**src/rtl/dcf_pkg.sv**
```systemverilog
// ---------------------------------------------------------------------------
// shared constants and carriers of the converter control block
// ---------------------------------------------------------------------------
package dcf_pkg;

  // ---------------------------------------------------------------------------
  // clock and timing
  // ---------------------------------------------------------------------------
  localparam int CLK_PERIOD_NS = 10; // 100 mhz system clock
  localparam int BANK_BUSY_NS = 600; // busy after a bank select write
  localparam int BANK_BUSY_CYC = (BANK_BUSY_NS + CLK_PERIOD_NS - 1) / CLK_PERIOD_NS;
  localparam int CALC_BUSY_NS = 1500; // busy after a code, gain or offset write
  localparam int CALC_BUSY_CYC = (CALC_BUSY_NS + CLK_PERIOD_NS - 1) / CLK_PERIOD_NS;
  localparam int BUSY_CNT_W = 8; // width of the busy counter

  // ---------------------------------------------------------------------------
  // command word mode field
  // ---------------------------------------------------------------------------
  localparam logic [1:0] MODE_SPECIAL = 2'h0; // special function
  localparam logic [1:0] MODE_GAIN = 2'h1; // gain word
  localparam logic [1:0] MODE_OFFSET = 2'h2; // offset word
  localparam logic [1:0] MODE_INPUT = 2'h3; // channel code word

  // ---------------------------------------------------------------------------
  // special function codes
  // ---------------------------------------------------------------------------
  localparam logic [5:0] SF_CTRL = 6'h02; // control register write
  localparam logic [5:0] SF_READ = 6'h05; // readback request
  localparam logic [5:0] SF_MON = 6'h0c; // monitor_select write
  localparam logic [5:0] SF_GPIO = 6'h0d; // aux_pin_config write
  localparam logic [5:0] SF_BANK0 = 6'h10; // bank select, channels 0..7
  localparam logic [5:0] SF_BANK1 = 6'h11; // bank select, channels 8..15

  // ---------------------------------------------------------------------------
  // field positions
  // ---------------------------------------------------------------------------
  localparam int CTRL_PD_BIT = 0; // power-down
  localparam int CTRL_TEN_BIT = 1; // thermal protection enable
  localparam int CTRL_AB_BIT = 2; // input bank for code writes
  localparam int CTRL_TFLAG_BIT = 4; // thermal shutdown flag
  localparam int MON_EN_BIT = 5; // monitor_enable_bit
  localparam int MON_SRC_BIT = 4; // monitor_source_bit
  localparam int GPIO_DIR_BIT = 1; // gpio_direction_bit
  localparam int GPIO_LVL_BIT = 0; // gpio_level_bit

  // ---------------------------------------------------------------------------
  // reset values
  // ---------------------------------------------------------------------------
  localparam logic [5:0] MON_RST = 6'h00; // monitor disabled
  localparam logic [1:0] GPIO_RST = 2'h0; // pin is an input
  localparam logic [15:0] CODE_RST = 16'h0000; // code registers
  localparam logic [15:0] GAIN_RST = 16'hffff; // unity gain word
  localparam logic [15:0] OFFS_RST = 16'h8000; // mid-scale offset word
  localparam logic [3:0] SYNC_RST = 4'h4; // pins idle: load_outputs_n high

  // ---------------------------------------------------------------------------
  // carriers
  // ---------------------------------------------------------------------------
  typedef struct packed {
    logic [1:0] mode; // command mode
    logic [5:0] addr; // address or special function code
    logic [15:0] data; // data field
  } dcf_cmd_t;

  typedef struct packed {
    logic data_format_select; // 1: two's complement codes
    logic load_outputs_n; // low loads outputs
    logic gpio_pin; // level on the general-purpose pin
    logic over_temp; // comparator says die too hot
  } dcf_pins_t;

endpackage

```
**src/rtl/dcf_sync.sv**
```systemverilog
`timescale 1ns/1ps
// ---------------------------------------------------------------------------
// three-stage pin synchroniser with agreement filter
// ---------------------------------------------------------------------------
module dcf_sync #(
  parameter int WIDTH = 4,
  parameter logic [WIDTH-1:0] RST_VAL = '0
) (
  // clock and reset
  input wire logic clk_i,
  input wire logic resetn_i,
  // raw pins and filtered levels
  input wire logic [WIDTH-1:0] async_i,
  output logic [WIDTH-1:0] level_o
);

  typedef struct packed {
    logic [WIDTH-1:0] s1; // first stage, read only by s2
    logic [WIDTH-1:0] s2; // second stage
    logic [WIDTH-1:0] s3; // third stage
    logic [WIDTH-1:0] lvl; // accepted level
  } dcf_sync_st_t;

  dcf_sync_st_t st_ff;
  dcf_sync_st_t nxt_st;

  // shift and accept a bit only when stages two and three agree
  always_comb
  begin
    nxt_st = st_ff;
    nxt_st.s1 = async_i;
    nxt_st.s2 = st_ff.s1;
    nxt_st.s3 = st_ff.s2;
    for (int i = 0; i < WIDTH; i++)
    begin
      if (st_ff.s2[i] == st_ff.s3[i])
      begin
        nxt_st.lvl[i] = st_ff.s3[i];
      end
    end
  end

  // state register
  always_ff @(posedge clk_i or negedge resetn_i)
  begin
    if (!resetn_i)
    begin
      st_ff <= {4{RST_VAL}};
    end
    else
    begin
      st_ff <= nxt_st;
    end
  end

  assign level_o = st_ff.lvl;

endmodule

```
**src/rtl/dcf_busy_timer.sv**
```systemverilog
`timescale 1ns/1ps
// ---------------------------------------------------------------------------
// retriggerable busy counter
// ---------------------------------------------------------------------------
module dcf_busy_timer #(
  parameter int W = 8
) (
  // clock and reset
  input wire logic clk_i,
  input wire logic resetn_i,
  // start request and length in cycles
  input wire logic start_i,
  input wire logic [W-1:0] len_i,
  // counter running
  output logic busy_o
);

  typedef struct packed {
    logic [W-1:0] cnt; // cycles left
  } dcf_timer_st_t;

  dcf_timer_st_t st_ff;
  dcf_timer_st_t nxt_st;

  // a new start never shortens a running period
  always_comb
  begin
    nxt_st = st_ff;
    if (st_ff.cnt != '0)
    begin
      nxt_st.cnt = st_ff.cnt - 1'b1;
    end
    if (start_i && (len_i > nxt_st.cnt))
    begin
      nxt_st.cnt = len_i;
    end
  end

  // state register
  always_ff @(posedge clk_i or negedge resetn_i)
  begin
    if (!resetn_i)
    begin
      st_ff <= '0;
    end
    else
    begin
      st_ff <= nxt_st;
    end
  end

  assign busy_o = (st_ff.cnt != '0);

endmodule

```
**src/rtl/dcf_top.sv**
```systemverilog
`timescale 1ns/1ps
module dcf_top #(
  parameter int NCH = 16
) (
  // clock and reset
  input wire logic clk_i,
  input wire logic resetn_i,
  // decoded command words from the serial front end
  input wire logic cmd_valid_i,
  input wire dcf_pkg::dcf_cmd_t cmd_i,
  // readback
  output logic rd_valid_o,
  output logic [15:0] rd_data_o,
  // device pins
  input wire dcf_pkg::dcf_pins_t pins_i,
  output logic busy_n_o,
  // general-purpose pin
  output logic gpio_o,
  output logic gpio_oe_n_o,
  // monitor multiplexer control
  output logic mon_en_o,
  output logic mon_aux_o,
  output logic [3:0] mon_chan_o,
  // converter side
  output logic gnd_sel_o,
  output logic [NCH-1:0][15:0] dac_code_o,
  output logic [NCH-1:0][15:0] gain_o,
  output logic [NCH-1:0][15:0] offset_o
);

  // ---------------------------------------------------------------------------
  // state
  // ---------------------------------------------------------------------------
  typedef struct packed {
    logic pd; // power-down bit
    logic therm_en; // thermal protection enable
    logic ab_sel; // input bank for code writes
    logic therm_flag; // thermal shutdown latched
    logic gnd; // outputs switched to ground level
    logic [5:0] mon; // monitor_select
    logic [1:0] gpio; // aux_pin_config
    logic gpio_oe_n; // pin drive enable, low drives
    logic [NCH-1:0] bank_sel; // output_source_select per channel
    logic [NCH-1:0][15:0] in_a; // input_reg_a
    logic [NCH-1:0][15:0] in_b; // input_reg_b
    logic [NCH-1:0][15:0] comp_a; // computed_reg_a
    logic [NCH-1:0][15:0] comp_b; // computed_reg_b
    logic [NCH-1:0][15:0] gain; // gain words
    logic [NCH-1:0][15:0] offs; // offset words
    logic [NCH-1:0][15:0] dac; // output registers
    logic [NCH-1:0] fresh_a; // computed_reg_a written since last load
    logic [NCH-1:0] fresh_b; // computed_reg_b written since last load
    logic load_pend; // load request seen while busy
    logic over_prev; // previous over-temperature level
    logic busy_n; // busy output
    logic rd_valid; // readback strobe
    logic [15:0] rd_data; // readback word
  } dcf_st_t;

  dcf_st_t st_ff;
  dcf_st_t nxt_st;

  // ---------------------------------------------------------------------------
  // helpers
  // ---------------------------------------------------------------------------
  // two's complement to straight binary by flipping the sign bit
  function automatic logic [15:0] to_bin(input logic [15:0] w, input logic twos);
    to_bin = {w[15] ^ twos, w[14:0]};
  endfunction

  // pins through the synchroniser
  logic [3:0] pin_lvl;
  dcf_pkg::dcf_pins_t pin_s;
  logic calc_start;
  logic bank_start;
  logic busy_calc;
  logic busy_bank;

  dcf_sync #(
    .WIDTH(4),
    .RST_VAL(dcf_pkg::SYNC_RST)
  ) u_sync (
    .clk_i(clk_i),
    .resetn_i(resetn_i),
    .async_i(pins_i),
    .level_o(pin_lvl)
  );

  assign pin_s = dcf_pkg::dcf_pins_t'(pin_lvl);

  // recalculation busy period
  dcf_busy_timer #(
    .W(dcf_pkg::BUSY_CNT_W)
  ) u_calc_busy (
    .clk_i(clk_i),
    .resetn_i(resetn_i),
    .start_i(calc_start),
    .len_i(dcf_pkg::BUSY_CNT_W'(dcf_pkg::CALC_BUSY_CYC)),
    .busy_o(busy_calc)
  );

  // bank select busy period
  dcf_busy_timer #(
    .W(dcf_pkg::BUSY_CNT_W)
  ) u_bank_busy (
    .clk_i(clk_i),
    .resetn_i(resetn_i),
    .start_i(bank_start),
    .len_i(dcf_pkg::BUSY_CNT_W'(dcf_pkg::BANK_BUSY_CYC)),
    .busy_o(busy_bank)
  );

  // ---------------------------------------------------------------------------
  // next state
  // ---------------------------------------------------------------------------
  always_comb
  begin
    logic [15:0] wd;
    logic [3:0] ch;
    logic is_sf;
    logic busy;
    logic load_go;
    logic therm_rise;
    wd = cmd_i.data;
    ch = cmd_i.addr[3:0];
    is_sf = cmd_valid_i && (cmd_i.mode == dcf_pkg::MODE_SPECIAL);
    busy = busy_calc || busy_bank;
    load_go = 1'b0;
    therm_rise = 1'b0;
    nxt_st = st_ff;
    nxt_st.rd_valid = 1'b0;
    calc_start = 1'b0;
    bank_start = 1'b0;

    // channel data writes
    if (cmd_valid_i)
    begin
      unique case (cmd_i.mode)
        dcf_pkg::MODE_INPUT:
        begin
          // code word honours the format pin
          wd = to_bin(cmd_i.data, pin_s.data_format_select);
          calc_start = 1'b1;
          if (st_ff.ab_sel)
          begin
            nxt_st.in_b[ch] = wd;
            nxt_st.comp_b[ch] = wd;
            nxt_st.fresh_b[ch] = 1'b1;
          end
          else
          begin
            nxt_st.in_a[ch] = wd;
            nxt_st.comp_a[ch] = wd;
            nxt_st.fresh_a[ch] = 1'b1;
          end
        end
        dcf_pkg::MODE_OFFSET:
        begin
          // offset word honours the format pin
          nxt_st.offs[ch] = to_bin(cmd_i.data, pin_s.data_format_select);
          calc_start = 1'b1;
          nxt_st.fresh_a[ch] = 1'b1;
          nxt_st.fresh_b[ch] = 1'b1;
        end
        dcf_pkg::MODE_GAIN:
        begin
          // gain word is always straight binary
          nxt_st.gain[ch] = cmd_i.data;
          calc_start = 1'b1;
          nxt_st.fresh_a[ch] = 1'b1;
          nxt_st.fresh_b[ch] = 1'b1;
        end
        dcf_pkg::MODE_SPECIAL:
        begin
          // special functions handled below
        end
      endcase
    end

    // special function writes, control words taken as straight binary
    if (is_sf)
    begin
      unique case (cmd_i.addr)
        dcf_pkg::SF_CTRL:
        begin
          nxt_st.pd = cmd_i.data[dcf_pkg::CTRL_PD_BIT];
          nxt_st.therm_en = cmd_i.data[dcf_pkg::CTRL_TEN_BIT];
          nxt_st.ab_sel = cmd_i.data[dcf_pkg::CTRL_AB_BIT];
          // flag leaves only when protection is switched off
          if (!cmd_i.data[dcf_pkg::CTRL_TEN_BIT])
          begin
            nxt_st.therm_flag = 1'b0;
          end
        end
        dcf_pkg::SF_MON:
        begin
          nxt_st.mon = cmd_i.data[5:0];
        end
        dcf_pkg::SF_GPIO:
        begin
          nxt_st.gpio = cmd_i.data[1:0];
        end
        dcf_pkg::SF_BANK0:
        begin
          // one word switches eight channels, no recalculation
          nxt_st.bank_sel[7:0] = cmd_i.data[7:0];
          bank_start = 1'b1;
        end
        dcf_pkg::SF_BANK1:
        begin
          nxt_st.bank_sel[15:8] = cmd_i.data[7:0];
          bank_start = 1'b1;
        end
        dcf_pkg::SF_READ:
        begin
          // readback of the register named by the low data bits
          nxt_st.rd_valid = 1'b1;
          nxt_st.rd_data = 16'h0000;
          unique case (cmd_i.data[5:0])
            dcf_pkg::SF_CTRL:
            begin
              nxt_st.rd_data[dcf_pkg::CTRL_PD_BIT] = st_ff.pd;
              nxt_st.rd_data[dcf_pkg::CTRL_TEN_BIT] = st_ff.therm_en;
              nxt_st.rd_data[dcf_pkg::CTRL_AB_BIT] = st_ff.ab_sel;
              nxt_st.rd_data[dcf_pkg::CTRL_TFLAG_BIT] = st_ff.therm_flag;
            end
            dcf_pkg::SF_MON:
            begin
              nxt_st.rd_data[5:0] = st_ff.mon;
            end
            dcf_pkg::SF_GPIO:
            begin
              nxt_st.rd_data[0] = pin_s.gpio_pin;
            end
            dcf_pkg::SF_BANK0:
            begin
              nxt_st.rd_data[7:0] = st_ff.bank_sel[7:0];
            end
            dcf_pkg::SF_BANK1:
            begin
              nxt_st.rd_data[7:0] = st_ff.bank_sel[15:8];
            end
            default:
            begin
              // unmapped register reads as zero
              nxt_st.rd_data = 16'h0000;
            end
          endcase
        end
        default:
        begin
          // unknown code ignored
        end
      endcase
    end

    // thermal shutdown on a rising comparator level, set beats clear
    nxt_st.over_prev = pin_s.over_temp;
    therm_rise = pin_s.over_temp && !st_ff.over_prev;
    if (therm_rise && st_ff.therm_en)
    begin
      nxt_st.therm_flag = 1'b1;
    end

    // ground outputs under power-down or shutdown, registers untouched
    nxt_st.gnd = nxt_st.pd || nxt_st.therm_flag;

    // pin drives only with the direction bit set
    nxt_st.gpio_oe_n = !nxt_st.gpio[dcf_pkg::GPIO_DIR_BIT];

    // load: stored while busy, level-held low keeps loading
    load_go = !busy && (st_ff.load_pend || !pin_s.load_outputs_n);
    nxt_st.load_pend = busy && (st_ff.load_pend || !pin_s.load_outputs_n);
    if (load_go)
    begin
      for (int i = 0; i < NCH; i++)
      begin
        if (st_ff.bank_sel[i])
        begin
          // only a freshly written selection reaches the output
          if (st_ff.fresh_b[i])
          begin
            nxt_st.dac[i] = st_ff.comp_b[i];
            nxt_st.fresh_b[i] = 1'b0;
          end
        end
        else if (st_ff.fresh_a[i])
        begin
          nxt_st.dac[i] = st_ff.comp_a[i];
          nxt_st.fresh_a[i] = 1'b0;
        end
      end
    end

    // busy output low while either period runs
    nxt_st.busy_n = !(busy || calc_start || bank_start);
  end

  // ---------------------------------------------------------------------------
  // state register
  // ---------------------------------------------------------------------------
  always_ff @(posedge clk_i or negedge resetn_i)
  begin
    if (!resetn_i)
    begin
      // control bits cleared, pin input, monitor off
      st_ff <= '0;
      st_ff.mon <= dcf_pkg::MON_RST;
      st_ff.gpio <= dcf_pkg::GPIO_RST;
      st_ff.gpio_oe_n <= 1'b1;
      st_ff.busy_n <= 1'b1;
      st_ff.gain <= {NCH{dcf_pkg::GAIN_RST}};
      st_ff.offs <= {NCH{dcf_pkg::OFFS_RST}};
      st_ff.dac <= {NCH{dcf_pkg::CODE_RST}};
    end
    else
    begin
      st_ff <= nxt_st;
    end
  end

  // ---------------------------------------------------------------------------
  // outputs, all from flip-flops
  // ---------------------------------------------------------------------------
  assign rd_valid_o = st_ff.rd_valid;
  assign rd_data_o = st_ff.rd_data;
  assign busy_n_o = st_ff.busy_n;
  assign gpio_o = st_ff.gpio[dcf_pkg::GPIO_LVL_BIT];
  assign gpio_oe_n_o = st_ff.gpio_oe_n;
  assign mon_en_o = st_ff.mon[dcf_pkg::MON_EN_BIT];
  assign mon_aux_o = st_ff.mon[dcf_pkg::MON_SRC_BIT];
  assign mon_chan_o = st_ff.mon[3:0];
  assign gnd_sel_o = st_ff.gnd;
  assign dac_code_o = st_ff.dac;
  assign gain_o = st_ff.gain;
  assign offset_o = st_ff.offs;

endmodule

```
**config.mk**
```make
export PLATFORM = sky130hd
export DESIGN_NAME = dcf_top
export DESIGN_NICKNAME = d
export VERILOG_FILES = /design/src/rtl/dcf_pkg.sv /design/src/rtl/dcf_sync.sv /design/src/rtl/dcf_busy_timer.sv /design/src/rtl/dcf_top.sv
export SDC_FILE = /design/constraint.sdc
export NUM_CORES = 2
export LEC_CHECK = 0
export BUFFER_PORTS_ARGS = -buffer_cell sky130_fd_sc_hd__buf_2
export CAP_MARGIN = 20
export CORE_AREA = 2 2 389 545
export CTS_BUF_LIST = sky130_fd_sc_hd__clkbuf_16
export CTS_CLUSTER_DIAMETER = 80
export CTS_CLUSTER_SIZE = 14
export DETAILED_ROUTE_END_ITERATION = 10
export DIE_AREA = 0 0 391 547
export PLACE_DENSITY_LB_ADDON = 0.1
export SLEW_MARGIN = 5
export SYNTH_ARGS = -nofsm -noshare
export SYNTH_HDL_FRONTEND = slang
export SYNTH_SLANG_ARGS = --single-unit
```
**constraint.sdc**
```tcl
create_clock -name clk_i -period 3.8 [get_ports clk_i]
set_clock_uncertainty 0.2 [all_clocks]
set_input_delay 0.19 -clock clk_i [delete_from_list [all_inputs] [get_ports clk_i]]
set_output_delay 0.19 -clock clk_i [all_outputs]
set_load 0.01 [all_outputs]
```
; Yosys cells after proc, flatten, opt, wreduce, memory -nomap -nowiden
; Cells that the tools add are included.
[op_classes]
n_addsub = 2
order_cmp = 4
eq_ne = 34
muxes = 147
bitwise_logic = 4
reduce_logical = 66
[op_table]
columns = cell, n
row1 = 256-bit bitwise mux, 4
row2 = 16-bit 2-to-1 mux, 51
row3 = 1-bit 2-to-1 mux, 71
row4 = 16-bit demux with 4-bit select, 1
row5 = 32-bit 2-to-1 mux, 2
row6 = 32-bit case mux with 2 select lines, 1
row7 = 3-bit AND reduction, 18
row8 = 17-bit 2-to-1 mux, 2
row9 = 8-bit 2-to-1 mux, 4
row10 = "2-bit inequality test, second input constant", 16
row11 = 16-bit OR, 2
row12 = 2-bit nonzero test, 16
row13 = "6-bit by 4-bit equality test with 1-bit output, second input constant", 4
row14 = "6-bit by 5-bit equality test with 1-bit output, second input constant", 4
row15 = 2-bit AND reduction, 8
row16 = 8-bit nonzero test, 2
row17 = "8-bit by 1-bit subtractor with 8-bit output, second input constant", 2
row18 = "6-bit by 2-bit equality test with 1-bit output, second input constant", 2
row19 = "6-bit by 8-bit greater-than comparator with 1-bit output, first input constant", 1
row20 = "8-bit greater-than comparator, first input constant", 1
row21 = 1-bit logical AND, 8
row22 = 4-bit 2-to-1 mux, 2
row23 = 2-bit case mux with 4 select lines, 1
row24 = "6-bit by 3-bit equality test with 1-bit output, second input constant", 1
row25 = other kinds (18), 33
[word_totals]
reg_bits = 1386

; Logic depth before layout (Yosys ltp)
[logic_depth]
ltp_word = 11
depth_mapped = 9
depth_no_buf = 7

; By module
; A second synthesis with hierarchy kept.
[hier_totals]
hier_cells = 4501
area_unflattened_um2 = 62794.0
[modules_own_cells]
columns = mod, instances, cells_each, area_each_um2
row1 = dcf_top, 1, 4324, 60899.7
row2 = dcf_busy_timer at u_calc_busy, 1, 78, 714.4
row3 = dcf_busy_timer at u_bank_busy, 1, 75, 699.4
row4 = dcf_sync, 1, 24, 480.5

; Worst setup path before layout
; Ideal clock, no wire load.
[synth_timing]
path_kind = register -> register
startpoint = register u_calc_busy.st_ff[0] (netlist bit)
endpoint = register st_ff, in the netlist dac_code_o[101]
setup_ns = 0.127
t_arrival_ns = 2.176
t_required_ns = 3.473
setup_slack_ns = 1.297
path_stages_with_launch = 10
period_less_slack_ns = 2.503
cell_sequence = dfrtp_1 inv_1 ha_1 nor3b_1 nor3b_2 nand3_4 buf_12 nor2_8 buf_6 mux2_1
[synth_via]
elab_chain_cells = 5
[synth_lines]
columns = item, line_no
row1 = from (decl), dcf_busy_timer.sv:22  ; dcf_timer_st_t st_ff;
row2 = from (signal assigned), dcf_busy_timer.sv:48  ; st_ff <= nxt_st;
row3 = 8-bit nonzero test, dcf_busy_timer.sv:52  ; assign busy_o = (st_ff.cnt != '0);
row4 = 1-bit logical OR, dcf_top.sv:127  ; busy = busy_calc || busy_bank;
row5 = 1-bit zero test, dcf_top.sv:272  ; load_go = !busy && (st_ff.load_pend || !pin_s.load_outputs_n);
row6 = 1-bit logical AND, dcf_top.sv:272
row7 = 3-bit AND reduction (no line), -
row8 = to (signal assigned), dcf_top.sv:318  ; st_ff <= nxt_st;
row9 = to (decl), dcf_top.sv:60  ; dcf_st_t st_ff;
; Every way passes these cells.
; A chain may end at the register's enable or synchronous reset.

; Final worst setup path
[layout_timing]
startpoint = register u_calc_busy.st_ff[0] (netlist bit)
endpoint = register st_ff, in the netlist dac_code_o[74]
; Same word-level chain as after synthesis.

==> run_results.csv <==
group,metric,value,unit
status,status,"complete, no violations",
logic_synthesis,ys_warn_count,0,
logic_synthesis,yosys.area.top_type,"dfrtp_1",
routing,drt_iter0_markers,1455,
cts,cts_setup_buffers,0,
cts,insertion_delay,0.74,ns
place,routabilityCongestion,0.736,
logic_synthesis,ys_seq_elements,1386,
routing,drtAntennaViolNets,0,
timing,rsz0062_at_grt,"false",
cts,cts_sinks,1386,
cts,cts_max_path_buffers,3,
logic_synthesis,netlist_area,62300,sq um
critical_path,cp_slowest_cell,"dfrtp_1",
power,peakVddDrop,400,uV
routing,firstDrtPassIters,5,
critical_path,start_kind,"register",
logic_synthesis,synth-async-reset-ratio,1.00,
timing,worst_pin_slew,1.12,ns
logic_synthesis,synth_cell_types,60,
place,post-place-cells,7091,
logic_synthesis,yosysMostFrequentCell,"mux2_2",
global_route,grt_max_degree,100,
final_layout,fillerInstances,20900,
logic_synthesis,netlist_instances,4450,
logic_synthesis,synth_edf_count,0,
cts,cts_tree,"built",
critical_path,worstPathRequired,4.21,ns
floorplanning,coreArea,209000,sq um
routing,routedWlPerCell,27.3,um
floorplanning,ios,826,
global_route,grt_pass1_vias,35600,
power,power,33.1,mW
place,dp_hpwl,137000,um
logic_synthesis,synth_common_cells,"1,414 x mux2_2, 1,108 x dfrtp_1, 805 x buf_4",
global_route,grt_use_total,0.185,
global_route,grt_pass1_wl,285000,um
worst_hold_path,holdCritPathClass,"in2reg",
routing,drcViolationCount,0,
timing,relSlewSlack,0.256,
critical_path,end_kind,"register",
timing,setup_viol,0,
floorplanning,num_rows,199,
cts,cts_buffers,117,
routing,vias_per_cell,4.55,
floorplanning,start_util,0.298,
critical_path,slowest_delay,0.40,ns
timing,drv_slew,0,
place,port_buffers,817,
floorplanning,design.die.area,214000,sq um
cts,root_buffer,"clkbuf_16",
global_route,grt_antenna_before_repair,27,
final_layout,multi_input_area,20100,sq um
cts,hold_buffers,39,
cts,clk_pin_slew,0.07,ns
logic_synthesis,ys.flop_type,"dfrtp_1",
job,drv_cap,0,
final_layout,post_layout_nonfiller_instances,7359,
global_route,grt.overflow.total,0,
logic_synthesis,synth_area_leaders,"dfrtp_1 45%, mux2_2 26%, dfstp_2 12%",
timing,final.setup.tns,0,ns
cts,post_cts_resized,0,
critical_path,path_cells,"inv_1, ha_1, nor3b_1, nor3b_2, nand3_4, buf_12, nor2_8, mux2_1",
routing,routed_wl,201000,um
logic_synthesis,synth_top_area_frac,0.445,
power,cellPowerDensity,485,nW/um^2
timing,hold_violations,0,
critical_path,worstSetupPathType,"reg2reg",
critical_path,cp.arrival,3.50,ns
final_layout,register_area,35000,sq um
timing,fmax,324,MHz
power,leakage,34.6,nW
logic_synthesis,avgSynthCellArea,14.0,sq um
critical_path,path_max_fanout,18,
final_layout,drive_above_1_share,0.619,
cts,htree_levels,3,
timing,post-route-period-util,0.813,
final_layout,fin_nets,4577,
final_layout,area_growth,9.52,%
floorplanning,dieWidth,391,um
logic_synthesis,synth_seq_area_share,0.562,
routing,num_vias,33500,
floorplanning,die_h,547,um
timing,final.min_clock_period,3.09,ns
state kept, by name (all words and copies together), names as in the netlist, 4 cells and up:
| signal | flops |
|---|---|
| st_ff | 567 |
| dac_code_o | 256 |
| gain_o | 256 |
| offset_o | 256 |
| rd_data_o | 8 |
| u_bank_busy.st_ff | 8 |
| u_calc_busy.st_ff | 8 |
| u_sync.nxt_st | 8 |
| mon_chan_o | 4 |
| u_sync.level_o | 4 |
| u_sync.st_ff | 4 |
cell families after synthesis:
| family | Yosys count | share of synthesized area |
|---|---|---|
| xor gates and xnor gates | 11 | 0.00155 |
| buffers and inverters | 1063 | 0.115 |
| DFF | 1386 | 0.562 |
| adders and majority gates | 13 | 0.00245 |
| muxes | 1536 | 0.277 |
| AOI/OAI and AO/OA | 149 | 0.0141 |
| and+or+nand+nor | 291 | 0.0271 |
| other | 1 | 0.0000602 |
worst max-delay path: cells and delay by family, from the launching register on:
| family | cells | cell delay, ns |
|---|---|---|
| DFF | 1 | 0.40 |
| muxes | 1 | 0.36 |
| buffers and inverters | 2 | 0.41 |
| and+or+nand+nor | 4 | 1.32 |
| adders and majority gates | 1 | 0.17 |
final cells by class:
type | instances | share of cell area
Antenna cell | 13 | 0.000477
Clock buffer | 122 | 0.0447
Clock inverter | 93 | 0.00845
Inverter | 18 | 0.000990
Multi-Input combinational cell | 2008 | 0.295
Sequential cell | 1386 | 0.513
Tap cell | 2713 | 0.0498
Timing Repair Buffer | 1006 | 0.0868
placed cells by master (no fill, tap or decap), types with 38 or more instances in the layout:
master,n
dfstp_2,278
mux2_1,100
dfrtp_1,1108
dlygate4sd3_1,38
o21ai_0,55
nand2_1,102
clkbuf_16,122
inv_1,85
buf_2,801
mux2_2,1414
nor2_1,51
buf_4,146
a21oi_1,53
routing by layer:
layer	share of wire	global-route usage
met1	0.43	0.236
met2	0.46	0.296
met3	0.089	0.0683
met4	0.025	0.0481
met5	0.00023	0
worst paths after layout:
| check | startpoint | to | slack [ns] | depth (start not counted) |
|---|---|---|---|---|
| min in group asynchronous | resetn_i | gain_o[64] | 0.24 | 2 |
| max reg2reg | u_calc_busy.st_ff[0] | dac_code_o[74] | 0.71 | 8 |
| max in group asynchronous | resetn_i | st_ff[993] | 2.45 | 3 |
| max | u_calc_busy.st_ff[0] | dac_code_o[74] | 0.71 | 8 |
| min | cmd_i[6] | gain_o[182] | 0.04 | 2 |
| min reg2reg | u_sync.nxt_st[11] | u_sync.nxt_st[7] | 0.15 | 0 |
power breakdown:
group | switching [mW] | internal, mW
sequential | 0.612 | 16.2
combinational | 2.33 | 1.86
clock | 5.92 | 6.13
total | 8.86 | 24.2
metrics by stage:
stage | utilization | setup slack [ns] | area, sq um | hold slack, ns
final | 0.326 | 0.709 | 68200 | 0.0412
after global routing | 0.326 | 0.557 | 68200 | 0.0782
after CTS | 0.326 | 0.707 | 68200 | 0.0644
after detailed placement | 0.307 | 0.743 | 64100 | 0.101
after global placement | 0.307 | 0.715 | 64100 | 0.102
after floorplan | - | 1.30 | 62300 | -0.306
Note: power is estimated with default switching activity, not from simulation.
